==> src/inc/ir_ctrl_map.svh <==
`ifndef IR_CTRL_MAP_SVH
`define IR_CTRL_MAP_SVH
// Control register field positions
`define CTL_RATE_BIT      3'd1
`define CTL_UNDERRUN_BIT  3'd2
`define CTL_TXEN_BIT      3'd3
`define CTL_RXEN_BIT      3'd4
`define CTL_RXMASK_BIT    3'd5
`define CTL_TXMASK_BIT    3'd6
`define CTL_AFILT_BIT     3'd7
`define CTL_RESET         8'h00
`define CTL_WMASK         8'hfe
// Interface selection codes
`define SEL_NONE          2'h0
`define SEL_SLOW          2'h1
`define SEL_MED           2'h2
`define SEL_FAST          2'h3
// Bit clock: source ticks per bit, 83 or 41 after truncation (0.576 / 1.152 Mbit/s)
`define SRC_HZ            48000000
`define RATE_LO_BPS       576000
`define RATE_HI_BPS       1152000
`define DIV_LO            7'(`SRC_HZ / `RATE_LO_BPS)
`define DIV_HI            7'(`SRC_HZ / `RATE_HI_BPS)
`define BCAST_ADDR        8'hff
`endif

==> src/inc/ir_ctrl_pkg.sv <==
package ir_ctrl_pkg;
    typedef struct packed {
        logic addr_filter_enable;
        logic transmit_irq_mask;
        logic receive_irq_mask;
        logic receive_enable_bit;
        logic transmit_enable_bit;
        logic underrun_action_select;
        logic medium_rate_select;
        logic unused0;
    } infrared_control_s;

    typedef enum logic [3:0] {
        RX_HUNT = 4'b0001,
        RX_ADDR = 4'b0010,
        RX_KEEP = 4'b0100,
        RX_DROP = 4'b1000
    } rx_state_e;

    typedef enum logic [2:0] {
        TX_DATA  = 3'b001,
        TX_CLOSE = 3'b010,
        TX_ABORT = 3'b100
    } tx_state_e;
endpackage

==> src/logic/infrared_frame_control.sv <==
// Purpose: control register and frame control for medium/fast infrared codecs
// Assumes: one clock; codec datapaths, FIFOs and select register sit outside
// Notes:   drops and flushes are signalled as one-cycle or level controls
`include "ir_ctrl_map.svh"
module infrared_frame_control (
    // Clock and reset
    input  wire logic        clk_sys_i,
    input  wire logic        resetn_i,
    // Control register port
    input  wire logic        ctl_wr_i,
    input  wire logic [7:0]  ctl_wdata_i,
    output logic      [7:0]  ctl_rdata_o,
    // Codec selection and match value
    input  wire logic [1:0]  codec_sel_i,
    input  wire logic [7:0]  addr_filter_value_i,
    input  wire logic        src_tick_i,
    // Receive side events
    input  wire logic        rx_line_i,
    input  wire logic        rx_flag_i,
    input  wire logic        rx_byte_i,
    input  wire logic [7:0]  rx_data_i,
    input  wire logic        rx_stop_i,
    // Buffer status
    input  wire logic        transmit_underrun_flag_i,
    input  wire logic        tx_data_avail_i,
    input  wire logic        transmit_service_flag_i,
    input  wire logic        receive_service_flag_i,
    input  wire logic        end_error_in_fifo_flag_i,
    input  wire logic        tx_close_done_i,
    // Outputs to codecs
    output logic             bit_tick_o,
    output logic             rx_clk_en_o,
    output logic             tx_clk_en_o,
    output logic             slow_en_o,
    output logic             tx_flush_o,
    output logic             rx_flush_o,
    output logic             tx_send_close_o,
    output logic             tx_send_abort_o,
    output logic             rx_store_o,
    // Requests
    output logic             tx_irq_o,
    output logic             rx_irq_o,
    output logic             underrun_irq_o,
    output logic             tx_dma_o,
    output logic             rx_dma_o
);
    ir_ctrl_pkg::infrared_control_s ctl_r;
    ir_ctrl_pkg::rx_state_e         rx_st_r, rx_st_nxt;
    ir_ctrl_pkg::tx_state_e         tx_st_r, tx_st_nxt;
    logic                           rx_line_r;
    logic                           bit_tick;

    // Codec decode
    wire sel_med   = (codec_sel_i == `SEL_MED);
    wire sel_fast  = (codec_sel_i == `SEL_FAST);
    wire sel_slow  = (codec_sel_i == `SEL_SLOW);
    wire frame_sel = sel_med || sel_fast;
    wire tx_on     = frame_sel && ctl_r.transmit_enable_bit;
    wire rx_on     = frame_sel && ctl_r.receive_enable_bit;
    wire rx_rise   = rx_on && rx_line_i && !rx_line_r;
    wire rate_hi   = sel_med && ctl_r.medium_rate_select;
    wire [7:0] wr_val = ctl_wdata_i & `CTL_WMASK;
    wire tx_off_wr = ctl_wr_i && ctl_r.transmit_enable_bit && !wr_val[`CTL_TXEN_BIT];
    wire rx_off_wr = ctl_wr_i && ctl_r.receive_enable_bit && !wr_val[`CTL_RXEN_BIT];
    wire addr_hit  = (rx_data_i == addr_filter_value_i) || (rx_data_i == `BCAST_ADDR);
    wire uflow     = tx_on && transmit_underrun_flag_i;

    bit_clock_gen u_bitclk (
        .clk_sys_i  (clk_sys_i),
        .resetn_i   (resetn_i),
        .run_i      (sel_med && (tx_on || rx_on)),
        .fast_i     (rate_hi),
        .restart_i  (rx_rise),
        .src_tick_i (src_tick_i),
        .bit_tick_o (bit_tick)
    );

    // Control register; bits 7 to 1 writable while live, bit 0 held at zero
    always_ff @(posedge clk_sys_i or negedge resetn_i) begin
        if (!resetn_i)
            ctl_r <= `CTL_RESET;
        else if (ctl_wr_i)
            ctl_r <= wr_val;
    end

    // Receive frame address filter
    always_comb begin
        rx_st_nxt = rx_st_r;
        case (rx_st_r)
            ir_ctrl_pkg::RX_HUNT: if (rx_flag_i) rx_st_nxt = ir_ctrl_pkg::RX_ADDR;
            ir_ctrl_pkg::RX_ADDR: if (rx_byte_i) begin
                if (!ctl_r.addr_filter_enable || addr_hit)
                    rx_st_nxt = ir_ctrl_pkg::RX_KEEP;
                else
                    rx_st_nxt = ir_ctrl_pkg::RX_DROP;
            end
            ir_ctrl_pkg::RX_KEEP: if (rx_stop_i) rx_st_nxt = ir_ctrl_pkg::RX_HUNT;
            ir_ctrl_pkg::RX_DROP: if (rx_stop_i) rx_st_nxt = ir_ctrl_pkg::RX_HUNT;
            default:              rx_st_nxt = ir_ctrl_pkg::RX_HUNT;
        endcase
        if (!rx_on)
            rx_st_nxt = ir_ctrl_pkg::RX_HUNT;
    end

    // Underrun handling
    always_comb begin
        tx_st_nxt = tx_st_r;
        case (tx_st_r)
            ir_ctrl_pkg::TX_DATA:
                if (uflow)
                    tx_st_nxt = ctl_r.underrun_action_select ? ir_ctrl_pkg::TX_ABORT
                                                              : ir_ctrl_pkg::TX_CLOSE;
            ir_ctrl_pkg::TX_CLOSE: if (tx_close_done_i) tx_st_nxt = ir_ctrl_pkg::TX_DATA;
            ir_ctrl_pkg::TX_ABORT: if (tx_data_avail_i) tx_st_nxt = ir_ctrl_pkg::TX_DATA;
            default:               tx_st_nxt = ir_ctrl_pkg::TX_DATA;
        endcase
        if (!tx_on)
            tx_st_nxt = ir_ctrl_pkg::TX_DATA;
    end

    always_ff @(posedge clk_sys_i or negedge resetn_i) begin
        if (!resetn_i) begin
            rx_st_r   <= ir_ctrl_pkg::RX_HUNT;
            tx_st_r   <= ir_ctrl_pkg::TX_DATA;
            rx_line_r <= 1'b0;
        end else begin
            rx_st_r   <= rx_st_nxt;
            tx_st_r   <= tx_st_nxt;
            rx_line_r <= rx_line_i;
        end
    end

    // Registered outputs
    always_ff @(posedge clk_sys_i or negedge resetn_i) begin
        if (!resetn_i) begin
            ctl_rdata_o     <= 8'h00;
            bit_tick_o      <= 1'b0;
            rx_clk_en_o     <= 1'b0;
            tx_clk_en_o     <= 1'b0;
            slow_en_o       <= 1'b0;
            tx_flush_o      <= 1'b0;
            rx_flush_o      <= 1'b0;
            tx_send_close_o <= 1'b0;
            tx_send_abort_o <= 1'b0;
            rx_store_o      <= 1'b0;
            tx_irq_o        <= 1'b0;
            rx_irq_o        <= 1'b0;
            underrun_irq_o  <= 1'b0;
            tx_dma_o        <= 1'b0;
            rx_dma_o        <= 1'b0;
        end else begin
            ctl_rdata_o     <= ctl_r & `CTL_WMASK;
            bit_tick_o      <= bit_tick;
            tx_clk_en_o     <= tx_on;
            rx_clk_en_o     <= rx_on;
            slow_en_o       <= sel_slow;
            tx_flush_o      <= tx_off_wr;
            rx_flush_o      <= rx_off_wr;
            tx_send_close_o <= (tx_st_nxt == ir_ctrl_pkg::TX_CLOSE);
            tx_send_abort_o <= (tx_st_nxt == ir_ctrl_pkg::TX_ABORT);
            rx_store_o      <= (rx_st_nxt == ir_ctrl_pkg::RX_KEEP);
            tx_irq_o        <= ctl_r.transmit_irq_mask && transmit_service_flag_i;
            rx_irq_o        <= ctl_r.receive_irq_mask && receive_service_flag_i;
            underrun_irq_o  <= ctl_r.underrun_action_select
                               && transmit_underrun_flag_i;
            tx_dma_o        <= transmit_service_flag_i;
            rx_dma_o        <= receive_service_flag_i
                               && !end_error_in_fifo_flag_i;
        end
    end

    // Request paths
    a_dma_rx_gate: assert property (@(posedge clk_sys_i) disable iff (!resetn_i)
        rx_dma_o == $past(receive_service_flag_i && !end_error_in_fifo_flag_i))
        else $error("rx dma wrong");
    a_dma_tx_follow: assert property (@(posedge clk_sys_i) disable iff (!resetn_i)
        tx_dma_o == $past(transmit_service_flag_i))
        else $error("tx dma wrong");
    a_rx_irq_mask: assert property (@(posedge clk_sys_i) disable iff (!resetn_i)
        rx_irq_o == $past(ctl_r.receive_irq_mask && receive_service_flag_i))
        else $error("rx irq wrong");
    a_tx_irq_mask: assert property (@(posedge clk_sys_i) disable iff (!resetn_i)
        tx_irq_o == $past(ctl_r.transmit_irq_mask && transmit_service_flag_i))
        else $error("tx irq wrong");
    a_underrun_irq_gate: assert property (@(posedge clk_sys_i) disable iff (!resetn_i)
        !ctl_r.underrun_action_select ##1 !ctl_r.underrun_action_select |-> !underrun_irq_o)
        else $error("underrun irq leaked");
    a_underrun_irq_on: assert property (@(posedge clk_sys_i) disable iff (!resetn_i)
        ctl_r.underrun_action_select && transmit_underrun_flag_i |=> underrun_irq_o)
        else $error("underrun irq missing");

    // Enables fall one cycle after the flush pulse, so the shifters clear first
    a_tx_flush_pulse: assert property (@(posedge clk_sys_i) disable iff (!resetn_i)
        tx_off_wr |=> tx_flush_o && !ctl_r.transmit_enable_bit)
        else $error("tx flush missing");
    a_rx_flush_pulse: assert property (@(posedge clk_sys_i) disable iff (!resetn_i)
        rx_off_wr |=> rx_flush_o ##1 !rx_flush_o && !rx_clk_en_o
        && rx_st_r == ir_ctrl_pkg::RX_HUNT)
        else $error("rx flush missing");
    a_tx_flush_once: assert property (@(posedge clk_sys_i) disable iff (!resetn_i)
        tx_flush_o |=> !tx_flush_o)
        else $error("tx flush too long");
    a_rx_flush_once: assert property (@(posedge clk_sys_i) disable iff (!resetn_i)
        rx_flush_o |=> !rx_flush_o)
        else $error("rx flush too long");
    a_tx_clk_gate: assert property (@(posedge clk_sys_i) disable iff (!resetn_i)
        !ctl_r.transmit_enable_bit |=> !tx_clk_en_o)
        else $error("tx clock not gated");
    a_rx_clk_gate: assert property (@(posedge clk_sys_i) disable iff (!resetn_i)
        !ctl_r.receive_enable_bit |=> !rx_clk_en_o)
        else $error("rx clock not gated");
    a_tx_idle_off: assert property (@(posedge clk_sys_i) disable iff (!resetn_i)
        !tx_on |=> tx_st_r == ir_ctrl_pkg::TX_DATA && !tx_send_close_o && !tx_send_abort_o)
        else $error("tx not stopped");
    a_rx_idle_off: assert property (@(posedge clk_sys_i) disable iff (!resetn_i)
        !rx_on |=> rx_st_r == ir_ctrl_pkg::RX_HUNT && !rx_store_o)
        else $error("rx not stopped");
    a_slow_enable: assert property (@(posedge clk_sys_i) disable iff (!resetn_i)
        sel_slow |=> slow_en_o && !tx_clk_en_o && !rx_clk_en_o)
        else $error("slow enable wrong");
    a_rate_fast_quiet: assert property (@(posedge clk_sys_i) disable iff (!resetn_i)
        sel_fast |-> ##2 !bit_tick_o)
        else $error("medium tick with fast codec");

    // Control register
    a_bit0_zero: assert property (@(posedge clk_sys_i) disable iff (!resetn_i)
        !ctl_rdata_o[0] && !ctl_r.unused0)
        else $error("bit0 not zero");
    a_ctl_write_lands: assert property (@(posedge clk_sys_i) disable iff (!resetn_i)
        ctl_wr_i |=> ctl_r == ($past(ctl_wdata_i) & `CTL_WMASK))
        else $error("control write lost");

    // Transmit underrun
    a_abort_until: assert property (@(posedge clk_sys_i) disable iff (!resetn_i)
        tx_on && tx_st_r == ir_ctrl_pkg::TX_DATA && uflow && ctl_r.underrun_action_select
        |=> tx_send_abort_o)
        else $error("abort missing");
    a_abort_hold: assert property (@(posedge clk_sys_i) disable iff (!resetn_i)
        tx_send_abort_o && tx_on && !tx_data_avail_i |=> tx_send_abort_o)
        else $error("abort ended early");
    a_close_on: assert property (@(posedge clk_sys_i) disable iff (!resetn_i)
        tx_st_r == ir_ctrl_pkg::TX_DATA && uflow && !ctl_r.underrun_action_select
        |=> tx_send_close_o)
        else $error("close missing");
    a_close_hold: assert property (@(posedge clk_sys_i) disable iff (!resetn_i)
        tx_send_close_o && tx_on && !tx_close_done_i |=> tx_send_close_o)
        else $error("close ended early");

    // Receive filter; the address byte decides the whole frame
    a_filter_drop: assert property (@(posedge clk_sys_i) disable iff (!resetn_i)
        rx_on && rx_st_r == ir_ctrl_pkg::RX_ADDR && rx_byte_i && ctl_r.addr_filter_enable
        && !addr_hit |=> !rx_store_o)
        else $error("filter failed");
    a_addr_keep: assert property (@(posedge clk_sys_i) disable iff (!resetn_i)
        rx_on && rx_st_r == ir_ctrl_pkg::RX_ADDR && rx_byte_i && ctl_r.addr_filter_enable
        && rx_data_i == addr_filter_value_i |=> rx_store_o)
        else $error("matching frame lost");
    a_bcast_keep: assert property (@(posedge clk_sys_i) disable iff (!resetn_i)
        rx_on && rx_st_r == ir_ctrl_pkg::RX_ADDR && rx_byte_i && ctl_r.addr_filter_enable
        && rx_data_i == `BCAST_ADDR |=> rx_store_o)
        else $error("broadcast frame lost");
    a_filter_off: assert property (@(posedge clk_sys_i) disable iff (!resetn_i)
        rx_on && rx_st_r == ir_ctrl_pkg::RX_ADDR && rx_byte_i && !ctl_r.addr_filter_enable
        |=> rx_store_o)
        else $error("no store");
    a_keep_until_stop: assert property (@(posedge clk_sys_i) disable iff (!resetn_i)
        rx_on && rx_st_r == ir_ctrl_pkg::RX_KEEP && !rx_stop_i |=> rx_store_o)
        else $error("store ended early");
    a_drop_quiet: assert property (@(posedge clk_sys_i) disable iff (!resetn_i)
        rx_st_r == ir_ctrl_pkg::RX_DROP |=> !rx_store_o)
        else $error("dropped frame stored");

    c_abort: cover property (@(posedge clk_sys_i) disable iff (!resetn_i) tx_send_abort_o);
    c_close: cover property (@(posedge clk_sys_i) disable iff (!resetn_i) tx_send_close_o);
    c_store: cover property (@(posedge clk_sys_i) disable iff (!resetn_i) rx_store_o);
    c_both:  cover property (@(posedge clk_sys_i) disable iff (!resetn_i)
        tx_clk_en_o && rx_clk_en_o);
    c_drop:  cover property (@(posedge clk_sys_i) disable iff (!resetn_i)
        rx_st_r == ir_ctrl_pkg::RX_DROP);
endmodule // infrared_frame_control

==> src/logic/bit_clock_gen.sv <==
// Purpose: medium-rate bit clock enable from the 48 MHz source tick
// Assumes: src_tick_i pulses at 48 MHz equivalent rate
// Notes:   restart_i realigns the phase to a receive edge
`include "ir_ctrl_map.svh"
module bit_clock_gen (
    input  wire logic clk_sys_i,
    input  wire logic resetn_i,
    input  wire logic run_i,
    input  wire logic fast_i,
    input  wire logic restart_i,
    input  wire logic src_tick_i,
    output logic      bit_tick_o
);
    logic [6:0] cnt_r;
    wire  [6:0] limit = fast_i ? `DIV_HI : `DIV_LO;
    wire        wrap  = src_tick_i && (cnt_r >= limit - 7'd1);

    always_ff @(posedge clk_sys_i or negedge resetn_i) begin
        if (!resetn_i) begin
            cnt_r      <= 7'h00;
            bit_tick_o <= 1'b0;
        end else begin
            bit_tick_o <= run_i && wrap;
            if (!run_i || restart_i)
                cnt_r <= 7'h00;
            else if (wrap)
                cnt_r <= 7'h00;
            else if (src_tick_i)
                cnt_r <= cnt_r + 7'h01;
        end
    end
endmodule // bit_clock_gen

==> config.mk <==
export PLATFORM = sky130hd
export DESIGN_NAME = infrared_frame_control
export DESIGN_NICKNAME = d
export VERILOG_FILES = /design/src/inc/ir_ctrl_pkg.sv /design/src/logic/infrared_frame_control.sv /design/src/logic/bit_clock_gen.sv
export VERILOG_INCLUDE_DIRS = /design/src /design/src/inc
export SDC_FILE = /design/constraint.sdc
export NUM_CORES = 1
export LEC_CHECK = 0
export BUFFER_PORTS_ARGS = -buffer_cell sky130_fd_sc_hd__buf_2
export CAP_MARGIN = 20
export CORE_UTILIZATION = 50
export CTS_BUF_LIST = sky130_fd_sc_hd__clkbuf_16
export CTS_CLUSTER_SIZE = 16
export DETAILED_ROUTE_END_ITERATION = 8
export PLACE_DENSITY = 0.79
export SLEW_MARGIN = 20
export SYNTH_ARGS = -nofsm -noshare
export SYNTH_HDL_FRONTEND = slang
export SYNTH_SLANG_ARGS = --single-unit
==> constraint.sdc <==
create_clock -name clk_sys_i -period 3.9 [get_ports clk_sys_i]
set_clock_uncertainty 0.2 [all_clocks]
set_input_delay 0.39 -clock clk_sys_i [delete_from_list [all_inputs] [get_ports clk_sys_i]]
set_output_delay 0.39 -clock clk_sys_i [all_outputs]
set_load 0.1 [all_outputs]
; Word level (Yosys, flattened, before mapping)
; Index checks and enable logic that the tools add are counted.
[word_totals]
ff_bits = 44
inputBits = 40
output_inout_bits = 22
word_cells = 91
[op_classes]
n_addsub = 2
magnitude_cmp = 1
eq_ne = 15
mux = 16
n_reduce_logical = 30
[op_table]
columns = operator, count
row1 = 2-to-1 mux 7 bit, 4
row2 = 2-to-1 mux 4 bit, 5
row3 = logical AND 1 bit, 17
row4 = 2-to-1 mux 3 bit, 5
row5 = case mux 4 bit (3 select lines), 1
row6 = case mux 3 bit (3 select lines), 1
row7 = "equality test 4 x 3 -> 1 bit, second input constant", 2
row8 = equality test 8 bit, 1
row9 = "equality test 8 bit, second input constant", 1
row10 = "adder 7 x 1 -> 7 bit, second input constant", 1
row11 = >= comparator 7 bit, 1
row12 = "subtractor 7 x 1 -> 7 bit, second input constant", 1
row13 = "equality test 3 x 2 -> 1 bit, second input constant", 2
row14 = "equality test 3 bit, second input constant", 2
row15 = zero test 1 bit, 6
row16 = logical OR 1 bit, 5
row17 = "equality test 2 bit, second input constant", 2
row18 = "equality test 4 x 1 -> 1 bit, second input constant", 1
row19 = "equality test 4 x 2 -> 1 bit, second input constant", 1
row20 = "equality test 4 bit, second input constant", 1
row21 = "equality test 3 x 1 -> 1 bit, second input constant", 1
row22 = nonzero test 3 bit, 1
row23 = "equality test 2 x 1 -> 1 bit, second input constant", 1
row24 = OR reduction 2 bit, 1

; Logic depth before layout (Yosys ltp)
; Gate-level depths: netlist (run 1).
[depth]
word_depth = 8
mapped_depth = 9
ltp_nobuf = 8

; Modules after synthesis
; A second synthesis (run 1) with hierarchy kept.
[unflattened]
hier_cells = 174
hier_area_um2 = 1956.9
[modules_own_cells]
columns = mod, n_inst, cells_per_inst, area_each_um2, seq_area_each_um2
row1 = infrared_frame_control, 1, 112, 1402.6, 903.4
row2 = bit_clock_gen, 1, 62, 554.3, 200.2

; Worst setup path before layout (run 1)
; Ideal clock, no wire load.
[synth_timing]
path_type = input-to-reg
startpoint = input port codec_sel_i[0]
endpoint = register u_bitclk.cnt_r[6]
setup_time_ns = 0.095
arrival_time_ns = 2.223
required_ns = 3.605
path_slack_ns = 1.381
path_stages = 8
path_buffers = 0
path_cell_list = nand2b_1 or2_2 inv_1 ha_1 or3b_1 nor4_2 a31oi_2 o32ai_2
[synth_via]
elab_chain_cells = 8
elab_cells_between_ends = 19
cone_classes = add/sub (1) / order compare (1) / eq/ne (2) / mux (3) / reduce/logical (12)
[synth_rtl]
columns = element, line_no
row1 = from (decl), infrared_frame_control.sv:14  ; input wire logic [1:0] codec_sel_i,
row2 = equality test 2 bit (no source line), -
row3 = logical AND 1 bit / logical OR 1 bit (equally long branches), "infrared_frame_control.sv:61, infrared_frame_control.sv:57"
row4 = 2-to-1 mux 7 bit (no source line) (tied with other cells), -
row5 = subtractor 7 x 1 -> 7 bit / logical OR 1 bit (equally long branches), "bit_clock_gen.sv:16, infrared_frame_control.sv:71"
row6 = >= comparator 7 bit / logical AND 1 bit (equally long branches), "bit_clock_gen.sv:16, infrared_frame_control.sv:71"
row7 = logical AND 1 bit / zero test 1 bit (equally long branches), "bit_clock_gen.sv:16, bit_clock_gen.sv:24"
row8 = 2-to-1 mux 7 bit / logical OR 1 bit (equally long branches), "bit_clock_gen.sv:26, bit_clock_gen.sv:24"
row9 = 2-to-1 mux 7 bit / nonzero test 3 bit (equally long branches), -
row10 = to (signal assigned), bit_clock_gen.sv:29  ; cnt_r <= cnt_r + 7'h01;
row11 = to (decl), bit_clock_gen.sv:14  ; logic [6:0] cnt_r;
; Several ways; a longest one is shown, not always the timed one.
; A chain may end at the register's enable or synchronous reset.

; Final worst setup path (run 1)
[layout_timing]
startpoint = input port codec_sel_i[0]
endpoint = register u_bitclk.cnt_r[2]
; Same word-level chain as after synthesis.

==> metrics.md, run 1 <==
| Metric | Value |
|---|---|
| PortBufs | 59 |
| Top-area cell type share of the netlist area | 51.95% |
| Unrepaired setup endpoints after global routing | no |
| Total track usage | 21.39% |
| Int Pwr | 0.7678 mW |
| Post-Route WL | 3.997 mm |
| Max_cap viols | 0 |
| DRC Markers | 0 |
| First-pass GRT wire length | 6.927 mm |
| Die width | 65.61 microns |
| Pwr Total | 1.115 mW |
| CTS tree | yes |
| Diodes inserted | 0 |
| Post-layout util | 65.93% |
| Slew Limit Fails | 0 |
| Data arrival time of the worst path | 2.59 ns |
| H-tree lvl count | 2 |
| WS Path Type | input port to flip-flop |
| Die H | 65.61 microns |
| Clk root buf | clkbuf_16 |
| Core Box Area | 0.003771 sq mm |
| Power Dens Cells | 448.7 mW/mm^2 |
| Total CTS buffers | 5 |
| Register bit total from synthesis | 44 |
| Crit-path max FO | 7 |
| # hold bufs at CTS | 0 |
| Largest net degree at the start of global routing | 45 |
| Fmax achieved | 386.0 MHz |
| Switching Share | 31.16% |
| Sequential power share | 44.8% |
| Post-DP Area | 0.002345 sq mm |
| Clk network pwr share | 35.4% |
| Post-route ant nets | 0 |
| Cell area after synthesis | 0.002023 sq mm |
| Worst-margin pin slew | 0.9374 ns |
| Period utilization | 66.43% |
| Yosys cell types | 49 |
| Maximum root-to-sink buffer count | 2 |
| Full die area | 0.004305 sq mm |
| Slew headroom | 37.51% |
| Setup TNS | 0 ns |
| Cell Chain, Critical Path | buf_2 -> nand2b_1 -> or2_2 -> inv_1 -> ha_1 -> or3_1 -> a2111oi_0 -> a41oi_1 -> o22ai_1 |
| Post-synth EDFFs | 0 |
| GP Congestion | 0.8419 |
| Final Setup Violations | 0 |
| Worst VDD drop | 0.0003638 V |
| Ys flop type | dfrtp_1 |
| Routed len/inst | 13.74 microns |
| Crit. End Element | flip-flop |
| Avg Cell Area, Syn | 11.18 sq um |
| Syn-to-layout area delta | 22.88% |
| # Post-CTS Setup Buffers | 0 |
| Top cells by area, synth | dfrtp_1 (52%), xor2_1 (3.9%), ha_1 (3.7%) |
| Fin area | 0.002486 sq mm |
| Fillers | 299 |
| Req. time, crit path | 3.90 ns |
| Slowest cell on crit path | a2111oi_0 |
| Fraction of layout cells with a size suffix above 1 | 34.16% |
| Grt ovf | 0 |
| Area leader, netlist | dfrtp_1 |
| Clock-pin slew on the worst setup and hold paths | 0.06 ns |
| CP peak stage delay | 0.45 ns |
| Vias in the first global route | 1638 |
| Clock Latency Late Sink | 0.28 ns |
| Yosys warns | 0 |
| Outcome | complete, no violations |
| Most frequent cells after synthesis | dfrtp_1 (42), nand2_1 (12), nor2_1 (12) |
| Vias/cell | 5.512 |
| Final Hold Fails | 0 |
| First-pass DRT Iterations | 4 |
| Starting Density | 53.65% |
| Clk sinks | 44 |
| Async SR Flop Fraction | 100.0% |
| Post-Syn Instances | 181 |
| DRT iter0 DRCs | 83 |
| Leak Pwr | 1.224 nW |
| Antenna violations before repair | 0 |
| Sequential area share after synthesis | 54.55% |
| Startpoint Class | input port |
| Top Ports | 62 |
| Most frequent cell after synthesis | dfrtp_1 |
| Post-CTS sizing | 0 |
| Combinational group share of total power | 19.8% |
| Syn_nets | 227 |
| NetSw | 0.3476 mW |
| Nets | 288 |
| Post-detail-place hpwl | 2.960 mm |
| Via Count | 1604 |
| Final min period | 2.591 ns |
| Hold Path Class | input port to flip-flop |
| Placement Rows | 22 |
-- power groups by stage --
stage                     clock network (mW)  registers [mW]  logic (mW)
final                                  0.395           0.499       0.221
after global routing                   0.419           0.503       0.234
after CTS                              0.402           0.500       0.222
after detailed placement                   0           0.507       0.221
after global placement                     0           0.506       0.219
after floorplan                            0           0.612      0.0573
-- kinds of logic (layout without fill, tap and decap cells) --
family	after synthesis	count (layout)	synth area share, %
other	1	1	0.1854
buffers and inverters	14	76	3.339
muxes	7	7	3.834
AOI/OAI and AO/OA	35	35	12.43
DFF	44	44	54.55
adders and majority gates	6	6	3.710
and+or+nand+nor	65	65	18.06
xor gates and xnor gates	9	9	3.896
-- routing by layer --
| layer | routed length, microns | global-route usage (%) |
|---|---|---|
| met2 | 2021 | 38.27 |
| met1 | 1746 | 25.06 |
| met3 | 159 | 3.472 |
| met5 | 0 | 0 |
| met4 | 70 | 9.239 |
-- sequential cells by signal (all words and copies together) (netlist names), 3 cells and up --
signal / cells
ctl_r: 7
ctl_rdata_o: 7
rx_st_r: 4
tx_st_r: 3
u_bitclk.cnt_r: 7
-- cell type report --
type	instances	area (sq um)	area share [%]
clock buffer	5	125.1	5.033
clock inverter	3	16.27	0.6543
inverter	9	33.78	1.359
multi-input combinational	123	852.1	34.27
sequential	44	1104	44.39
tap	48	60.06	2.416
timing repair buffer	59	295.3	11.88
-- placed cells by master (no fill, tap or decap), types with 4 or more instances in the layout --
master and instances:
buf_2 59, dfrtp_1 42, nor2_1 12, nand2_1 12
inv_1 10, xor2_1 9, o21ai_0 9, nor3_1 6
mux2_2 6, ha_1 6, clkbuf_16 5, and2_1 4
and3_1 4, o22ai_1 4
-- path summary, 6_finish.rpt --
kind | startpoint | end | slack, ns | cells past startpoint
setup / recovery | codec_sel_i[0] | u_bitclk.cnt_r[2] | 1.31 | 9
hold reg to reg | u_bitclk.bit_tick_o | bit_tick_o | 0.15 | 0
setup reg to reg | ctl_r[1] | u_bitclk.cnt_r[2] | 1.43 | 8
min in group asynchronous | resetn_i | rx_dma_o | 0.05 | 1
max in group asynchronous | resetn_i | u_bitclk.cnt_r[6] | 2.86 | 1
hold / removal | transmit_service_flag_i | tx_dma_o | 0.02 | 1
-- critical path, delay by kind of cell --
kind | cells | cell delay (ns)
adder cells (fa/ha/maj) | 1 | 0.28
AND/OR/NAND/NOR | 3 | 1.02
buffers and inverters | 2 | 0.21
AO/OA/AOI/OAI | 3 | 0.69
-- through the flow --
stage	hold slack [ns]	setup slack [ns]	instances
floorplan	-0.1056	1.381	181
global placement	0.1323	1.101	283
detailed placement	0.1364	1.066	283
CTS	0.01763	1.300	291
global route	0.01818	1.110	291
finish	0.01990	1.309	291
(Power assumes the default switching activity.)
==> run 2, diff against run 1 <==
--- a/config.mk
+++ b/config.mk
@@ -6,13 +6,14 @@
 export SDC_FILE = /design/constraint.sdc
 export NUM_CORES = 1
 export LEC_CHECK = 0
+export ABC_AREA = 1
 export BUFFER_PORTS_ARGS = -buffer_cell sky130_fd_sc_hd__buf_2
 export CAP_MARGIN = 20
-export CORE_UTILIZATION = 50
+export CORE_UTILIZATION = 46
 export CTS_BUF_LIST = sky130_fd_sc_hd__clkbuf_16
 export CTS_CLUSTER_SIZE = 16
 export DETAILED_ROUTE_END_ITERATION = 8
-export PLACE_DENSITY = 0.79
+export PLACE_DENSITY = 0.77
 export SLEW_MARGIN = 20
 export SYNTH_ARGS = -nofsm -noshare
 export SYNTH_HDL_FRONTEND = slang
==> constraint.sdc (replaced) <==
create_clock -name clk_sys_i -period 2.14 [get_ports clk_sys_i]
set_clock_uncertainty 0.2 [all_clocks]
set_input_delay 0.214 -clock clk_sys_i [delete_from_list [all_inputs] [get_ports clk_sys_i]]
set_output_delay 0.214 -clock clk_sys_i [all_outputs]
set_load 0.1 [all_outputs]
==> run 2 against run 1 <==
Against the previous run:
- power grew 81%
- wire length grew 8.6%
- global-route usage shrank 0.28 points
- sequential power grew 80%
- critical endpoint is now u_bitclk.cnt_r[6]
- largest cell class unchanged
==> metrics.md, run 2 <==
| Metric | Value |
|---|---|
| Outcome | complete, no violations |
| Post-route ant nets | 0 (unchanged) |
| Fillers | 311 (+4.0%) |
| Post-Syn Instances | 229 (+27%) |
| H-tree lvl count | 2 (unchanged) |
| Synth Area in Compound Gates | 6.002% (-6.4 points) |
| Placement Rows | 23 (+4.5%) |
| Crit-path max FO | 8 (+1) |
| Routed len/inst | 11.89 microns (-13%) |
| Fin worst setup slack | 0.2023 ns (-1.107 ns) |
| GP Congestion | 0.7555 (-10%) |
| Total CTS buffers | 5 (unchanged) |
| Post-Route WL | 4.340 mm (+8.6%) |
| Worst-margin pin slew | 0.7988 ns (-0.1385 ns) |
| Post-DP Area | 0.002391 sq mm (+2.0%) |
| Clk sinks | 44 (unchanged) |
| First-pass GRT wire length | 7.093 mm (+2.4%) |
| Slew headroom | 46.74% (+9.2 points) |
| Worst VDD drop | 0.0003769 V (+3.6%) |
| Antenna violations before repair | 0 (unchanged) |
| NetSw | 0.6220 mW (+79%) |
| Syn-to-layout area delta | 35.02% |
| Die H | 68.30 microns (+4.1%) |
| Top Ports | 62 (unchanged) |
| Clock Latency Late Sink | 0.28 ns (about the same) |
| Clk network pwr share | 35.6% (+0.2 points) |
| Top cells by area, synth | dfrtp_1 (52%), nand2_1 (12%), inv_1 (6.5%) |
| CTS tree | yes |
| Int Pwr | 1.402 mW (+83%) |
| Sequential power share | 44.3% (-0.5 points) |
| Diodes inserted | 0 (unchanged) |
| Clock-pin slew on the worst setup and hold paths | 0.06 ns (about the same) |
| Xor/xnor share of the synthesized area | 3.899% (about the same) |
| Hold Path Class | input port to flip-flop |
| Ys flop type | dfrtp_1 |
| Register bit total from synthesis | 44 (unchanged) |
| Fraction of layout cells with a size suffix above 1 | 25.40% (-8.8 points) |
| Clk root buf | clkbuf_16 |
| Full die area | 0.004665 sq mm (+8.4%) |
| Maximum root-to-sink buffer count | 2 (unchanged) |
| Fin area | 0.002730 sq mm (+9.8%) |
| Data arrival time of the worst path | 1.96 ns (-0.63 ns) |
| Vias/cell | 4.819 (-13%) |
| First-pass DRT Iterations | 6 (+2) |
| Cell area after synthesis | 0.002022 sq mm (about the same) |
| Yosys warns | 0 (unchanged) |
| Commonest non-fill, non-tap cell in the layout | nand2_1 |
| WS Path Type | flip-flop to flip-flop |
| DRC Markers | 0 (unchanged) |
| Mux share of post-synthesis cell area | 0% (-3.8 points) |
| Crit. End Element | flip-flop |
| DRT iter0 DRCs | 69 (-17%) |
| Final Setup Violations | 0 (unchanged) |
| Nets | 360 (+25%) |
| Fin Hold WS | 0.02638 ns (+0.006480 ns) |
| Main combinational cell family by area after synthesis | simple AND/OR/NAND/NOR gates |
| Top-area cell type share of the netlist area | 51.98% (about the same) |
| Fmax achieved | 516.1 MHz |
| Slew Limit Fails | 0 (unchanged) |
| Place WS | 0.01604 ns (-1.050 ns) |
| Syn_nets | 275 (+21%) |
| Via Count | 1759 (+9.7%) |
| Power Dens Cells | 741.5 mW/mm^2 (+65%) |
| Largest net degree at the start of global routing | 37 (-18%) |
| Sequential area share after synthesis | 54.58% (about the same) |
| Pwr Total | 2.024 mW (+81%) |
| Area leader, netlist | dfrtp_1 |
| Avg Cell Area, Syn | 8.829 sq um (-21%) |
| Max_cap viols | 0 (unchanged) |
| Die width | 68.30 microns (+4.1%) |
| Grt ovf | 0 (unchanged) |
| Starting Density | 49.13% (-4.5 points) |
| Simple-gate share of the synthesized area | 24.57% (+6.5 points) |
| Unrepaired setup endpoints after global routing | yes |
| Most frequent cells after synthesis | nand2_1 (63), dfrtp_1 (42), inv_1 (35) |
| Most frequent cells in the layout | nand2_1 (63), buf_2 (59), dfrtp_1 (42), inv_1 (36), dlygate4sd3_1 (18) |
| Async SR Flop Fraction | 100.0% (unchanged) |
| Post-synth EDFFs | 0 (unchanged) |
| Largest regs | ctl_r (7), ctl_rdata_o (7), u_bitclk.cnt_r (7) |
| Setup TNS | 0 ns (unchanged) |
| Req. time, crit path | 2.16 ns (-1.74 ns) |
| Period utilization | 90.55% |
| Startpoint Class | flip-flop |
| Vias in the first global route | 1694 (+3.4%) |
| PortBufs | 59 (unchanged) |
| Switching Share | 30.73% (-0.43 points) |
| Core Box Area | 0.004115 sq mm (+9.1%) |
| Total track usage | 21.11% (-0.28 points) |
| Most frequent cell after synthesis | nand2_1 |
| Yosys cell types | 27 (-45%) |
| Combinational group share of total power | 20.1% (+0.3 points) |
| Leak Pwr | 1.497 nW (+22%) |
| Final Hold Fails | 0 (unchanged) |
| Adder-cell share of the synthesized area | 3.713% (about the same) |
| Final min period | 1.938 ns |
| Post-detail-place hpwl | 3.009 mm (+1.7%) |
run 2: layout make-up:
cell class / count / area [sq um] / area share, %
Sequential cell: 44 / 1104 / 40.42
Multi-Input combinational cell: 148 / 794.5 / 29.10
Timing Repair Buffer: 80 / 498.0 / 18.24
Inverter: 35 / 131.4 / 4.812
Clock buffer: 5 / 125.1 / 4.583
Tap cell: 50 / 62.56 / 2.291
Clock inverter: 3 / 15.01 / 0.5500
run 2: power by group through the flow:
stage	sequential, mW	combinational (mW)	clock [mW]
3_5_place_dp	0.910	0.378	0
3_3_place_gp	0.907	0.372	0
5_1_grt	0.902	0.441	0.762
2_1_floorplan	1.09	0.0928	0
6_report	0.896	0.407	0.721
4_1_cts	0.895	0.406	0.732
run 2: path summary, 6_finish.rpt:
check | cells after the start | endpoint | slack [ns] | start
min | 3 | rx_st_r[1] | 0.03 | rx_flag_i
min in group asynchronous | 2 | ctl_rdata_o[3] | 0.36 | resetn_i
min reg2reg | 0 | bit_tick_o | 0.15 | u_bitclk.bit_tick_o
max reg2reg | 11 | u_bitclk.cnt_r[6] | 0.20 | ctl_r[1]
max | 11 | u_bitclk.cnt_r[6] | 0.20 | ctl_r[1]
max in group asynchronous | 3 | ctl_r[1] | 0.78 | resetn_i
run 2: what timing repair did:
action                     in CTS  in global routing
resized for setup               0                  4
setup endpoints to repair       0                  8
hold endpoints to repair       49                  0
buffers inserted                0                  0
hold buffers                   18                  0
run 2: kinds of logic (layout without fill, tap and decap cells):
family / Yosys count / after routing
buf+inv: 37 / 123
simple gates: 113 / 113
fa+ha+maj: 6 / 6
other cells: 1 / 1
compound gates: 19 / 19
flops: 44 / 44
xor+xnor: 9 / 9
run 2: worst max-delay path: stages, from the launching register on:
cell and delay (ns):
dfrtp_1 0.35, inv_1 0.08, nor2_4 0.13, inv_1 0.08, ha_1 0.29, nand2_1 0.08, nor2_1 0.05, o21ai_1 0.06
o211ai_1 0.15, nor2_4 0.23, nand3b_1 0.11, nand2_1 0.07
run 2: layer usage:
metal	wire, microns	vias to the layer above	global-route usage [%]
li1	-	890	-
met1	1813	805	22.47
met2	2230	56	39.83
met3	246	8	4.667
met4	50	0	8.073
met5	0	-	0
run 2: through the flow:
stage | cells | utilization [%]
2_1_floorplan | 229 | -
3_3_place_gp | 339 | 58.10
3_5_place_dp | 339 | 58.10
4_1_cts | 365 | 65.89
5_1_grt | 365 | 66.34
6_report | 365 | 66.34
